===== config.mk =====
export PLATFORM = sky130hd
export DESIGN_NAME = dynamic_channel_change_ctrl
export DESIGN_NICKNAME = d
export VERILOG_FILES = /design/src/chan_change_pkg.sv /design/src/dynamic_channel_change_ctrl.sv
export SDC_FILE = /design/constraint.sdc
export NUM_CORES = 1
export LEC_CHECK = 0
export ABC_AREA = 1
export BUFFER_PORTS_ARGS = -buffer_cell sky130_fd_sc_hd__buf_2
export CAP_MARGIN = 20
export CORE_MARGIN = 2
export CORE_UTILIZATION = 51
export DETAILED_ROUTE_END_ITERATION = 10
export PLACE_DENSITY = 0.81
export SYNTH_ARGS = -nofsm -noshare
export SYNTH_HDL_FRONTEND = slang
export SYNTH_SLANG_ARGS = --single-unit

===== constraint.sdc =====
create_clock -name clk_sys -period 5 [get_ports clk_sys]
set_clock_uncertainty 0.15 [all_clocks]
set_input_delay 0 -clock clk_sys [delete_from_list [all_inputs] [get_ports clk_sys]]
set_output_delay 0 -clock clk_sys [all_outputs]
set_load 0.05 [all_outputs]

===== src/chan_change_pkg.sv =====
package chan_change_pkg;

  // ---------------------------------------------------------------
  // initialization techniques
  // ---------------------------------------------------------------
  localparam logic [2:0] TECH_REINIT     = 3'h0;
  localparam logic [2:0] TECH_BCAST_RNG  = 3'h1;
  localparam logic [2:0] TECH_UCAST_RNG  = 3'h2;
  localparam logic [2:0] TECH_STATION    = 3'h3;
  localparam logic [2:0] TECH_DIRECT     = 3'h4;

  // ---------------------------------------------------------------
  // modem classes
  // ---------------------------------------------------------------
  localparam logic [1:0] CLASS_PRE30     = 2'h0;
  localparam logic [1:0] CLASS_V30       = 2'h1;
  localparam logic [1:0] CLASS_V31       = 2'h2;

  // ---------------------------------------------------------------
  // timing in milliseconds, clock in hertz, tick length in cycles
  // ---------------------------------------------------------------
  localparam int RESV_MIN_MS   = 4000;
  localparam int RESV_MAX_MS   = 35000;
  localparam int JUMP_DFLT_MS  = 1300;
  localparam int BCAST_RNG_MS  = 30000;
  localparam int HOLD_DFLT_MS  = 1000;
  localparam int TB_PERIOD_MS  = 1;
  localparam int CLK_HZ        = 20000000;
  localparam int TB_CYCLES     = CLK_HZ / 1000 * TB_PERIOD_MS;

endpackage


===== src/dynamic_channel_change_ctrl.sv =====
`timescale 1ns/1ps
// Summary of operation
// - after registration, moving a 3.1 modem to another domain issues a change request
// - old and new upstream identifiers must differ for older modems in named cases
// - with reinitialize, no response is awaited on the new channel
// - a departure response never frees old-channel resources
// - new-channel resources are usable without an arrival response
// - old resources held until hold time after last request, or modem seen
// - new resources held until reservation time after last request or departure response, unless modem seen
// - reinitialize reserves nothing and runs no reservation timer
// - modem reinitializing mid-change may free new resources early
// - broadcast ranging: late modem on deleted identifier gets a ranging abort
// - reservation time is computed and capped by local policy
// - downstream change of bonded 3.0 modem, or its assigned upstream, uses reinitialize
// - older modem upstream change without transmit config may use nonzero technique
// - re-ranging chosen on path diversity or changed rate, modulation or minislot
// - reservation time kept between four and thirty-five seconds
// - missing jump time is taken as 1.3 seconds
module dynamic_channel_change_ctrl
  import chan_change_pkg::*;
#(
  parameter int TB_DIV = TB_CYCLES
) (
  // clock and reset
  input  wire logic        clk_sys,
  input  wire logic        sys_rst,
  input  wire logic        clk_en,
  // move command from policy
  input  wire logic        move_start,
  input  wire logic [1:0]  modem_class,
  input  wire logic        multi_rx,
  input  wire logic        tx_cfg_assigned,
  input  wire logic        ds_change,
  input  wire logic        us_change,
  input  wire logic        path_diverse,
  input  wire logic        phy_param_change,
  input  wire logic [2:0]  tech_pref,
  input  wire logic [7:0]  old_ucid,
  input  wire logic [7:0]  new_ucid_req,
  input  wire logic [15:0] hold_ms,
  input  wire logic [15:0] rng_ms,
  // modem events
  input  wire logic        rsp_depart,
  input  wire logic        rsp_has_jump,
  input  wire logic [15:0] rsp_jump_ms,
  input  wire logic        rsp_arrive,
  input  wire logic        modem_seen_new,
  input  wire logic        modem_reinit_seen,
  input  wire logic        late_use_deleted_sid,
  // request and outcome
  output logic             req_send,
  output logic [2:0]       req_tech,
  output logic [7:0]       new_ucid,
  output logic             old_res_held,
  output logic             new_res_held,
  output logic             new_res_usable,
  output logic             await_arrive_rsp,
  output logic             rng_abort
);

  // ---------------------------------------------------------------
  // helpers
  // ---------------------------------------------------------------
  function automatic logic [15:0] clamp_resv(input logic [16:0] ms);
    if (ms < 17'(RESV_MIN_MS))      clamp_resv = 16'(RESV_MIN_MS);
    else if (ms > 17'(RESV_MAX_MS)) clamp_resv = 16'(RESV_MAX_MS);
    else                            clamp_resv = ms[15:0];
  endfunction

  // refuse a timebase divider that cannot produce a tick
  if (TB_DIV < 1) begin : g_bad_div
    $error("TB_DIV must be at least 1");
  end

  // ---------------------------------------------------------------
  // technique selection
  // ---------------------------------------------------------------
  logic [2:0] next_tech;
  logic       must_reinit;
  always_comb begin
    must_reinit = (modem_class == CLASS_V31)
                || (modem_class == CLASS_V30 && multi_rx && ds_change)
                || (modem_class == CLASS_V30 && tx_cfg_assigned && us_change);
    if (must_reinit)
      next_tech = TECH_REINIT;
    else if ((path_diverse || phy_param_change) && tech_pref > TECH_UCAST_RNG)
      next_tech = TECH_UCAST_RNG;
    else
      next_tech = tech_pref;
  end

  // ---------------------------------------------------------------
  // timebase
  // ---------------------------------------------------------------
  logic [31:0] tb_cnt;
  logic        tick;
  always_ff @(posedge clk_sys) begin
    if (sys_rst) begin
      tb_cnt <= 32'h0;
      tick   <= 1'b0;
    end else if (clk_en) begin
      tick <= 1'b0;
      if (tb_cnt >= 32'(TB_DIV - 1)) begin
        tb_cnt <= 32'h0;
        tick   <= 1'b1;
      end else begin
        tb_cnt <= tb_cnt + 32'h1;
      end
    end
  end

  // ---------------------------------------------------------------
  // request issue
  // ---------------------------------------------------------------
  always_ff @(posedge clk_sys) begin
    if (sys_rst) begin
      req_send <= 1'b0;
      req_tech <= TECH_REINIT;
      new_ucid <= 8'h0;
    end else if (clk_en) begin
      req_send <= move_start;
      if (move_start) begin
        req_tech <= next_tech;
        if (modem_class != CLASS_V31 && new_ucid_req == old_ucid &&
            (!ds_change || !us_change || next_tech != TECH_REINIT))
          new_ucid <= old_ucid + 8'h1;
        else
          new_ucid <= new_ucid_req;
      end
    end
  end

  // ---------------------------------------------------------------
  // old-channel hold
  // ---------------------------------------------------------------
  logic [15:0] old_cnt;
  always_ff @(posedge clk_sys) begin
    if (sys_rst) begin
      old_cnt      <= 16'h0;
      old_res_held <= 1'b0;
    end else if (clk_en) begin
      if (move_start) begin
        old_cnt      <= (hold_ms == 16'h0) ? 16'(HOLD_DFLT_MS) : hold_ms;
        old_res_held <= 1'b1;
      end else if (modem_seen_new) begin
        old_res_held <= 1'b0;
        old_cnt      <= 16'h0;
      end else if (old_res_held && tick) begin
        // departure response deliberately ignored here
        if (old_cnt <= 16'h1) old_res_held <= 1'b0;
        old_cnt <= (old_cnt == 16'h0) ? 16'h0 : old_cnt - 16'h1;
      end
    end
  end

  // ---------------------------------------------------------------
  // new-channel reservation
  // ---------------------------------------------------------------
  logic [15:0] jump_ms;
  logic [15:0] rxrng_ms;
  logic [15:0] resv_cnt;
  logic        expired;
  always_comb begin
    jump_ms  = rsp_has_jump ? rsp_jump_ms : 16'(JUMP_DFLT_MS);
    rxrng_ms = (next_tech == TECH_BCAST_RNG) ? 16'(BCAST_RNG_MS) : rng_ms;
  end

  always_ff @(posedge clk_sys) begin
    if (sys_rst) begin
      resv_cnt       <= 16'h0;
      new_res_held   <= 1'b0;
      new_res_usable <= 1'b0;
      expired        <= 1'b0;
    end else if (clk_en) begin
      if (move_start) begin
        expired <= 1'b0;
        if (next_tech == TECH_REINIT) begin
          new_res_held   <= 1'b0;
          new_res_usable <= 1'b0;
          resv_cnt       <= 16'h0;
        end else begin
          new_res_held   <= 1'b1;
          new_res_usable <= 1'b1;
          resv_cnt       <= clamp_resv(17'(JUMP_DFLT_MS) + 17'(rxrng_ms));
        end
      end else if (new_res_held && rsp_depart && req_tech != TECH_REINIT) begin
        resv_cnt <= clamp_resv({1'b0, jump_ms} + 17'(rng_ms_sel(req_tech)));
      end else if (new_res_held && modem_seen_new) begin
        resv_cnt <= 16'h0;
      end else if (new_res_held && modem_reinit_seen) begin
        new_res_held   <= 1'b0;
        new_res_usable <= 1'b0;
      end else if (new_res_held && tick && resv_cnt != 16'h0) begin
        resv_cnt <= resv_cnt - 16'h1;
        if (resv_cnt == 16'h1) begin
          new_res_held   <= 1'b0;
          new_res_usable <= 1'b0;
          expired        <= 1'b1;
        end
      end
    end
  end

  function automatic logic [15:0] rng_ms_sel(input logic [2:0] t);
    rng_ms_sel = (t == TECH_BCAST_RNG) ? 16'(BCAST_RNG_MS) : rng_ms;
  endfunction

  // ---------------------------------------------------------------
  // arrival wait and abort
  // ---------------------------------------------------------------
  always_ff @(posedge clk_sys) begin
    if (sys_rst) begin
      await_arrive_rsp <= 1'b0;
      rng_abort        <= 1'b0;
    end else if (clk_en) begin
      if (move_start)
        await_arrive_rsp <= (next_tech != TECH_REINIT);
      else if (rsp_arrive)
        await_arrive_rsp <= 1'b0;
      rng_abort <= expired && req_tech == TECH_BCAST_RNG
                   && late_use_deleted_sid;
    end
  end

endmodule


[Word-level counts from Yosys, hierarchy flattened]
Cells that the tools add are included.
Cells by class
  eq/ne operators: 11
  mux-type cells: 42
  reduce and logical (&&, ||, !) cells: 44
  bitwise operators: 0
  add/sub/neg operators: 6
  div/mod/pow operators: 0
  shift-type cells: 0
  multipliers: 0
  $lt $le $gt $ge: 7
Operator list (count)
  $mux W16: 18
  $gt A17 B16 Y1 const B: 2
  $lt A17 B12 Y1 const B: 2
  $add A32 B1 Y32 const B: 1
  $ge A32 B15 Y1 const B: 1
  $logic_not A16 Y1: 2
  $mux W32: 1
  $sub A16 B1 Y16 const B: 2
  $mux W1: 20
  $reduce_bool A3 Y1: 6
  $add A11 B16 Y17 const A: 1
  $add A16 B16 Y17: 1
  $eq A16 B1 Y1 const B: 1
  $le A16 B1 Y1 const B: 1
  $logic_and A1 B1 Y1: 16
  $reduce_bool A16 Y1: 1
  $add A8 B1 Y8 const B: 1
  $eq A8 B8 Y1: 1
  $mux W8: 1
  $ne A2 B2 Y1 const B: 4
  $eq A3 B1 Y1 const B: 2
  $mux W3: 2
  $reduce_and A2 Y1: 3
  $reduce_and A3 Y1: 2
  11 further kinds: 18
Storage, ports and cells
  bits in latches: 0
  register bits after elaboration: 82
  memories: 0
  bits of input ports: 85
  ROM bits: 0
  bits in writable memories: 0
  word-level logic and storage cells: 122
  output and inout port bits: 17

[Longest topological paths before layout]
  depth after elaboration: 14
  gate-level depth with buffers: 28
  mapped depth without buffers: 27

[Worst setup path after synthesis]
No wires, ideal clock.
  path kind: register to register
  start point: reg req_tech[2]
  end point: reg resv_cnt[5]
  path slack: 1248 ps
  stages on the path, launching flop included: 25
  arrival time: 3493 ps
  setup time: 109 ps
  buffers on the path: 0
  period minus slack after synthesis: 3752 ps
  cell sequence: dfxtp_1 nor2_1 nand2_1 clkinv_1 nor2_1 ha_1 inv_1 fa_1 nand3b_1 nand2_1 nand2_1 nand3_2 nand2_1 nand2_1 xor2_1 nor2_1 nand2_1 nand3b_1 nand3_1 nand2_2 nand2_4 o21ai_0 nand3_1 nand2_1 inv_1
Between the ends
  cells in the longest elaborated chain, start to end: 8
  elaborated cells on any way between the ends: 14
  classes of those cells: add/sub: 1; order compare: 2; eq/ne: 2; mux: 5; reduce/logical: 4
RTL lines
  start: declaration: line dynamic_channel_change_ctrl.sv:52  | output logic [2:0] req_tech,
  start signal: assignment: line dynamic_channel_change_ctrl.sv:123  | req_tech <= next_tech;
  $eq A3 B1 Y1: line dynamic_channel_change_ctrl.sv:205  | rng_ms_sel = (t == TECH_BCAST_RNG) ? 16'(BCAST_RNG_MS) : rng_ms;
  $mux W16: line dynamic_channel_change_ctrl.sv:205
  $add A16 B16 Y17: line dynamic_channel_change_ctrl.sv:187  | resv_cnt <= clamp_resv({1'b0, jump_ms} + 17'(rng_ms_sel(req_tech)));
  $gt A17 B16 Y1: line dynamic_channel_change_ctrl.sv:66  | else if (ms > 17'(RESV_MAX_MS)) clamp_resv = 16'(RESV_MAX_MS);
  $mux W16: line dynamic_channel_change_ctrl.sv:66
  $mux W16: line dynamic_channel_change_ctrl.sv:65  | if (ms < 17'(RESV_MIN_MS)) clamp_resv = 16'(RESV_MIN_MS);
  $mux W16: line dynamic_channel_change_ctrl.sv:186  | end else if (new_res_held && rsp_depart && req_tech != TECH_REINIT) begin
  $mux W16: line dynamic_channel_change_ctrl.sv:175  | if (move_start) begin
  end signal: assignment: line dynamic_channel_change_ctrl.sv:184  | resv_cnt <= clamp_resv(17'(JUMP_DFLT_MS) + 17'(rxrng_ms));
  end signal: assignment: line dynamic_channel_change_ctrl.sv:187
  end signal: assignment: line dynamic_channel_change_ctrl.sv:194  | resv_cnt <= resv_cnt - 16'h1;
  end: declaration: line dynamic_channel_change_ctrl.sv:161  | logic [15:0] resv_cnt;
Parallel ways exist; a longest one is shown, timed or not.
A chain may end at the register's enable or synchronous reset.

[Worst setup path after layout]
  start point: reg req_tech[1]
  end point: reg resv_cnt[0]
The elaborated chain is that of the path after synthesis.

==> flow_summary.html <==
<table>
<tr><th>Metric</th><th>Value</th></tr>
<tr><th colspan="2">Drt</th></tr>
<tr><td>Top Layer Used</td><td>met4</td></tr>
<tr><td>Final wirelength</td><td>between 15000 and 20000 um</td></tr>
<tr><td>Via count</td><td>between 7000 and 8000</td></tr>
<tr><td>Post-detailed-route DRC marker count</td><td>0</td></tr>
<tr><td>Detail-routed net length per standard cell</td><td>~13 um</td></tr>
<tr><td>DR vias/cell</td><td>about 5.3</td></tr>
<tr><td>DRT Pass-1 Iters</td><td>5</td></tr>
<tr><td>Number of DRC markers after the initial detailed-route iteration</td><td>roughly 550</td></tr>
<tr><td>Met1 layer wirelength in the final routing</td><td>between 8000 and 9000 um</td></tr>
<tr><td>Routed length on met3</td><td>between 900 and 1000 um</td></tr>
<tr><td>WL met2</td><td>8600 um</td></tr>
<tr><td>Final antenna-violating net count</td><td>0</td></tr>
<tr><th colspan="2">Flow run</th></tr>
<tr><td>Number of max-cap violations</td><td>0</td></tr>
<tr><th colspan="2">GRT</th></tr>
<tr><td>Gr usage total</td><td>0.263</td></tr>
<tr><td>Number of global-route vias before repair</td><td>just under 7000</td></tr>
<tr><td>Largest net degree at the start of global routing</td><td>46</td></tr>
<tr><td>Number of antenna violations at the first check in global routing</td><td>0</td></tr>
<tr><td>Total congestion overflow after global routing</td><td>0</td></tr>
<tr><td>First-pass GRT wire length</td><td>between 30000 and 40000 um</td></tr>
<tr><th colspan="2">Synthesis</th></tr>
<tr><td>Synthesis-stage register bit count</td><td>a little over 80</td></tr>
<tr><td>Most common cell in the synthesized netlist</td><td>nand2_1</td></tr>
<tr><td>Post-synthesis cell count</td><td>between 1000 and 1500</td></tr>
<tr><td>Total of warnings raised by yosys</td><td>0</td></tr>
<tr><td>Ranking of synthesized cells by instance count</td><td>nand2_1, inv_1, nor2_1</td></tr>
<tr><td>Fraction of post-synthesis cell area in the top cell type by area</td><td>0.245</td></tr>
<tr><td>Area contributors post-synth</td><td>dfxtp_1, nand2_1, inv_1</td></tr>
<tr><td>Biggest area consumer among synthesized cells</td><td>dfxtp_1</td></tr>
<tr><td>Proportion of register bits with asynchronous set or reset after synthesis</td><td>0</td></tr>
<tr><td>Fraction of the yosys area taken by sequential cells</td><td>0.245</td></tr>
<tr><td>Number of synthesized flops with an enable pin</td><td>0</td></tr>
<tr><td>Library cells used by synthesis</td><td>52</td></tr>
<tr><td>Nets in the synthesized netlist</td><td>between 1000 and 1500</td></tr>
<tr><td>Primary FF master, synth</td><td>dfxtp_1</td></tr>
<tr><td>Avg Inst Size Synth</td><td>roughly 6.2 um^2</td></tr>
<tr><td>Summed instance area of the synthesized netlist</td><td>6710 um^2</td></tr>
<tr><th colspan="2">Clocking</th></tr>
<tr><td>Clock latency reported for the late side of the worst-skew pair</td><td>roughly 0.34 ns</td></tr>
<tr><td>Clock net sink count</td><td>82</td></tr>
<tr><td>Total CTS buffers</td><td>9</td></tr>
<tr><td>Max Root-Sink Buffers</td><td>2</td></tr>
<tr><td>H-tree level count</td><td>3</td></tr>
<tr><td>Clock tree root driver cell</td><td>clkbuf_16</td></tr>
<tr><td>Clock tree from TritonCTS</td><td>done</td></tr>
<tr><td>CTS clk-pin slew, worst paths</td><td>around 0.07 ns</td></tr>
<tr><td>Count of cells resized by post-cts repair</td><td>0</td></tr>
<tr><th colspan="2">Power</th></tr>
<tr><td>Power per cell area</td><td>approximately 250 nW/um^2</td></tr>
<tr><td>Power Total</td><td>2.04 mW</td></tr>
<tr><td>VDD IR max</td><td>0.216 mV</td></tr>
<tr><td>Reported leakage power</td><td>3.94 nW</td></tr>
<tr><th colspan="2">Layout</th></tr>
<tr><td>Number of diodes added for antenna fixing</td><td>0</td></tr>
<tr><td>Area Growth Syn to Fin</td><td>20.4%</td></tr>
<tr><td>Share of final-layout standard cells stronger than drive strength 1</td><td>0.143</td></tr>
<tr><td>Total Nets Final</td><td>between 1000 and 1500</td></tr>
<tr><td>Count of filler cells inserted in the layout</td><td>~1200</td></tr>
<tr><th colspan="2">Placed design</th></tr>
<tr><td>Dpl hpwl</td><td>13700 um</td></tr>
<tr><td>Number of port buffers</td><td>101</td></tr>
<tr><td>Routability Congestion</td><td>approximately 0.96</td></tr>
<tr><th colspan="2">Floorplanning</th></tr>
<tr><td>Chip Height</td><td>119 um</td></tr>
<tr><td>Initial Utilization</td><td>0.527</td></tr>
<tr><td>Area of the core</td><td>between 10000 and 15000 um^2</td></tr>
<tr><td>Number of ports placed on the die boundary</td><td>102</td></tr>
<tr><td>Floorplan die area</td><td>14100 um^2</td></tr>
<tr><td>Number of rows created at floorplan</td><td>slightly above 40</td></tr>
<tr><td>Die width</td><td>between 100 and 150 um</td></tr>
<tr><th colspan="2">Critical path</th></tr>
<tr><td>Crit path required time</td><td>5.13 ns</td></tr>
<tr><td>Crit path DAT</td><td>approximately 4 ns</td></tr>
<tr><td>Critical setup path kind</td><td>flop to flop</td></tr>
<tr><td>Endpoint class of the critical path</td><td>flop</td></tr>
<tr><td>Startpoint type of the worst setup path</td><td>flop</td></tr>
<tr><td>Crit path max fanout</td><td>10</td></tr>
<tr><th colspan="2">Timing</th></tr>
<tr><td>Post-layout minimum cycle time</td><td>3.96 ns</td></tr>
<tr><td>RSZ-0062 raised after global routing</td><td>no</td></tr>
<tr><td>Final setup viols</td><td>0</td></tr>
<tr><td>Sum Neg Setup Slack</td><td>0 ns</td></tr>
<tr><td>Achievable frequency</td><td>0.253 GHz</td></tr>
<tr><td>Final Hold Vio Count</td><td>0</td></tr>
<tr><td>Max transition margin</td><td>0.416</td></tr>
<tr><td>Number of pins exceeding their max-slew limit in the final report</td><td>0</td></tr>
<tr><td>Share of the clock period used by the worst path</td><td>0.792</td></tr>
<tr><td>Transition time at the pin with the least slew margin</td><td>between 0.8 and 0.9 ns</td></tr>
<tr><th colspan="2">Status</th></tr>
<tr><td>Outcome</td><td>completed</td></tr>
<tr><th colspan="2">Hold path</th></tr>
<tr><td>Min-delay worst type</td><td>input pin to flop</td></tr>
</table>
[layout by cell type (no fill, tap or decap), types with 3 or more instances in the layout]
cell and instances:
nand2_1 245, inv_1 137, nor2_1 135, buf_2 101
nand3_1 84, dfxtp_1 82, a21oi_1 75, o21ai_0 52
dlygate4sd3_1 47, nor3_1 30, xor2_1 29, ha_1 24
nand4_1 21, xnor2_1 14, nand2_2 13, nand3_2 10
a31oi_1 9, clkbuf_16 9, inv_2 8, nor2_2 8
o211ai_1 7, nor4_1 6, nand3b_1 6, o21ai_1 6
a211oi_1 5, or2_2 4, o22ai_1 4, a221oi_1 4
or4_1 4, clkinv_1 3, o21bai_1 3
[through the flow]
stage / instances / hold WS [ns] / area, um^2 / utilization / worst slack (ns)
after floorplan: 1082 / 0.00415 / 6710 / - / 1.25
after global placement: 1329 / 0.129 / 7310 / 0.574 / 1.19
after detailed placement: 1329 / 0.139 / 7310 / 0.574 / 1.07
after CTS: 1392 / 0.00100 / 8070 / 0.634 / 1.05
after global routing: 1392 / 0.0378 / 8070 / 0.634 / 0.659
final: 1392 / 0.0295 / 8070 / 0.634 / 1.04
[worst paths after layout]
| check | from | to | slack (ns) | cells after the start |
|---|---|---|---|---|
| worst min register to register | tb_cnt[23]$_SDFFE_PP0P_ | tb_cnt[23]$_SDFFE_PP0P_ | 0.29 | 2 |
| worst max register to register | req_tech[1]$_SDFFE_PP0P_ | resv_cnt[0]$_SDFFE_PP0P_ | 1.04 | 25 |
| worst min-delay path | rng_ms[12] | resv_cnt[12]$_SDFFE_PP0P_ | 0.03 | 4 |
| worst max-delay path | req_tech[1]$_SDFFE_PP0P_ | resv_cnt[0]$_SDFFE_PP0P_ | 1.04 | 25 |
[sequential cells by signal (all words and copies together) (netlist names), 3 cells and up]
signal	cells
new_ucid	8
old_cnt	16
req_tech	3
tb_cnt	32
resv_cnt	16
[logic make-up after synthesis]
group | count (synthesis) | share of synthesized area
buffers and inverters | 176 | 0.103
AND/OR/NAND/NOR | 578 | 0.397
XOR/XNOR | 45 | 0.0610
flip-flops | 82 | 0.245
AO/OA/AOI/OAI | 176 | 0.147
adder cells (fa/ha/maj) | 25 | 0.0478
[layer usage]
layer | track usage | up-vias
li1 | - | 3815
met1 | 0.351 | 3294
met2 | 0.448 | 226
met3 | 0.0372 | 18
met4 | 0.0573 | 0
met5 | 0 | -
[layout make-up]
cell class	instances	area, um^2	share of cell area
Tap cell	172	215	0.0267
Timing Repair Buffer	150	991	0.123
Clock inverter	6	65.1	0.00806
Clock buffer	10	229	0.0284
Sequential cell	82	1640	0.203
Inverter	148	556	0.0688
Multi-Input combinational cell	824	4370	0.542
[repair_timing]
action,CTS,global route
hold buffers,47,0
buffers inserted,0,0
endpoints found under the hold margin,42,0
[worst max-delay path, stage by stage (launching register included)]
cell,delay (ns)
dfxtp_1,0.36
nor2_1,0.07
nand2_1,0.25
clkinv_1,0.36
nor2_1,0.19
ha_1,0.18
inv_1,0.06
fa_1,0.40
nand3b_1,0.17
nand2_1,0.11
nand2_1,0.07
nand3_2,0.09
nand2_1,0.06
nand2_1,0.07
xor2_1,0.27
nor2_1,0.12
nand2_1,0.08
nand3b_1,0.10
nand3_1,0.10
nand2_2,0.18
nand2_4,0.08
nor2_4,0.14
nand2_1,0.07
nand3_1,0.08
nand2_1,0.05
inv_1,0.05
[power breakdown]
part | switching [mW] | internal [mW] | leakage (nW)
Combinational | 0.425 | 0.238 | 3.13
Clock | 0.270 | 0.388 | 0.143
Sequential | 0.0300 | 0.683 | 0.670
(Power assumes the default switching activity.)
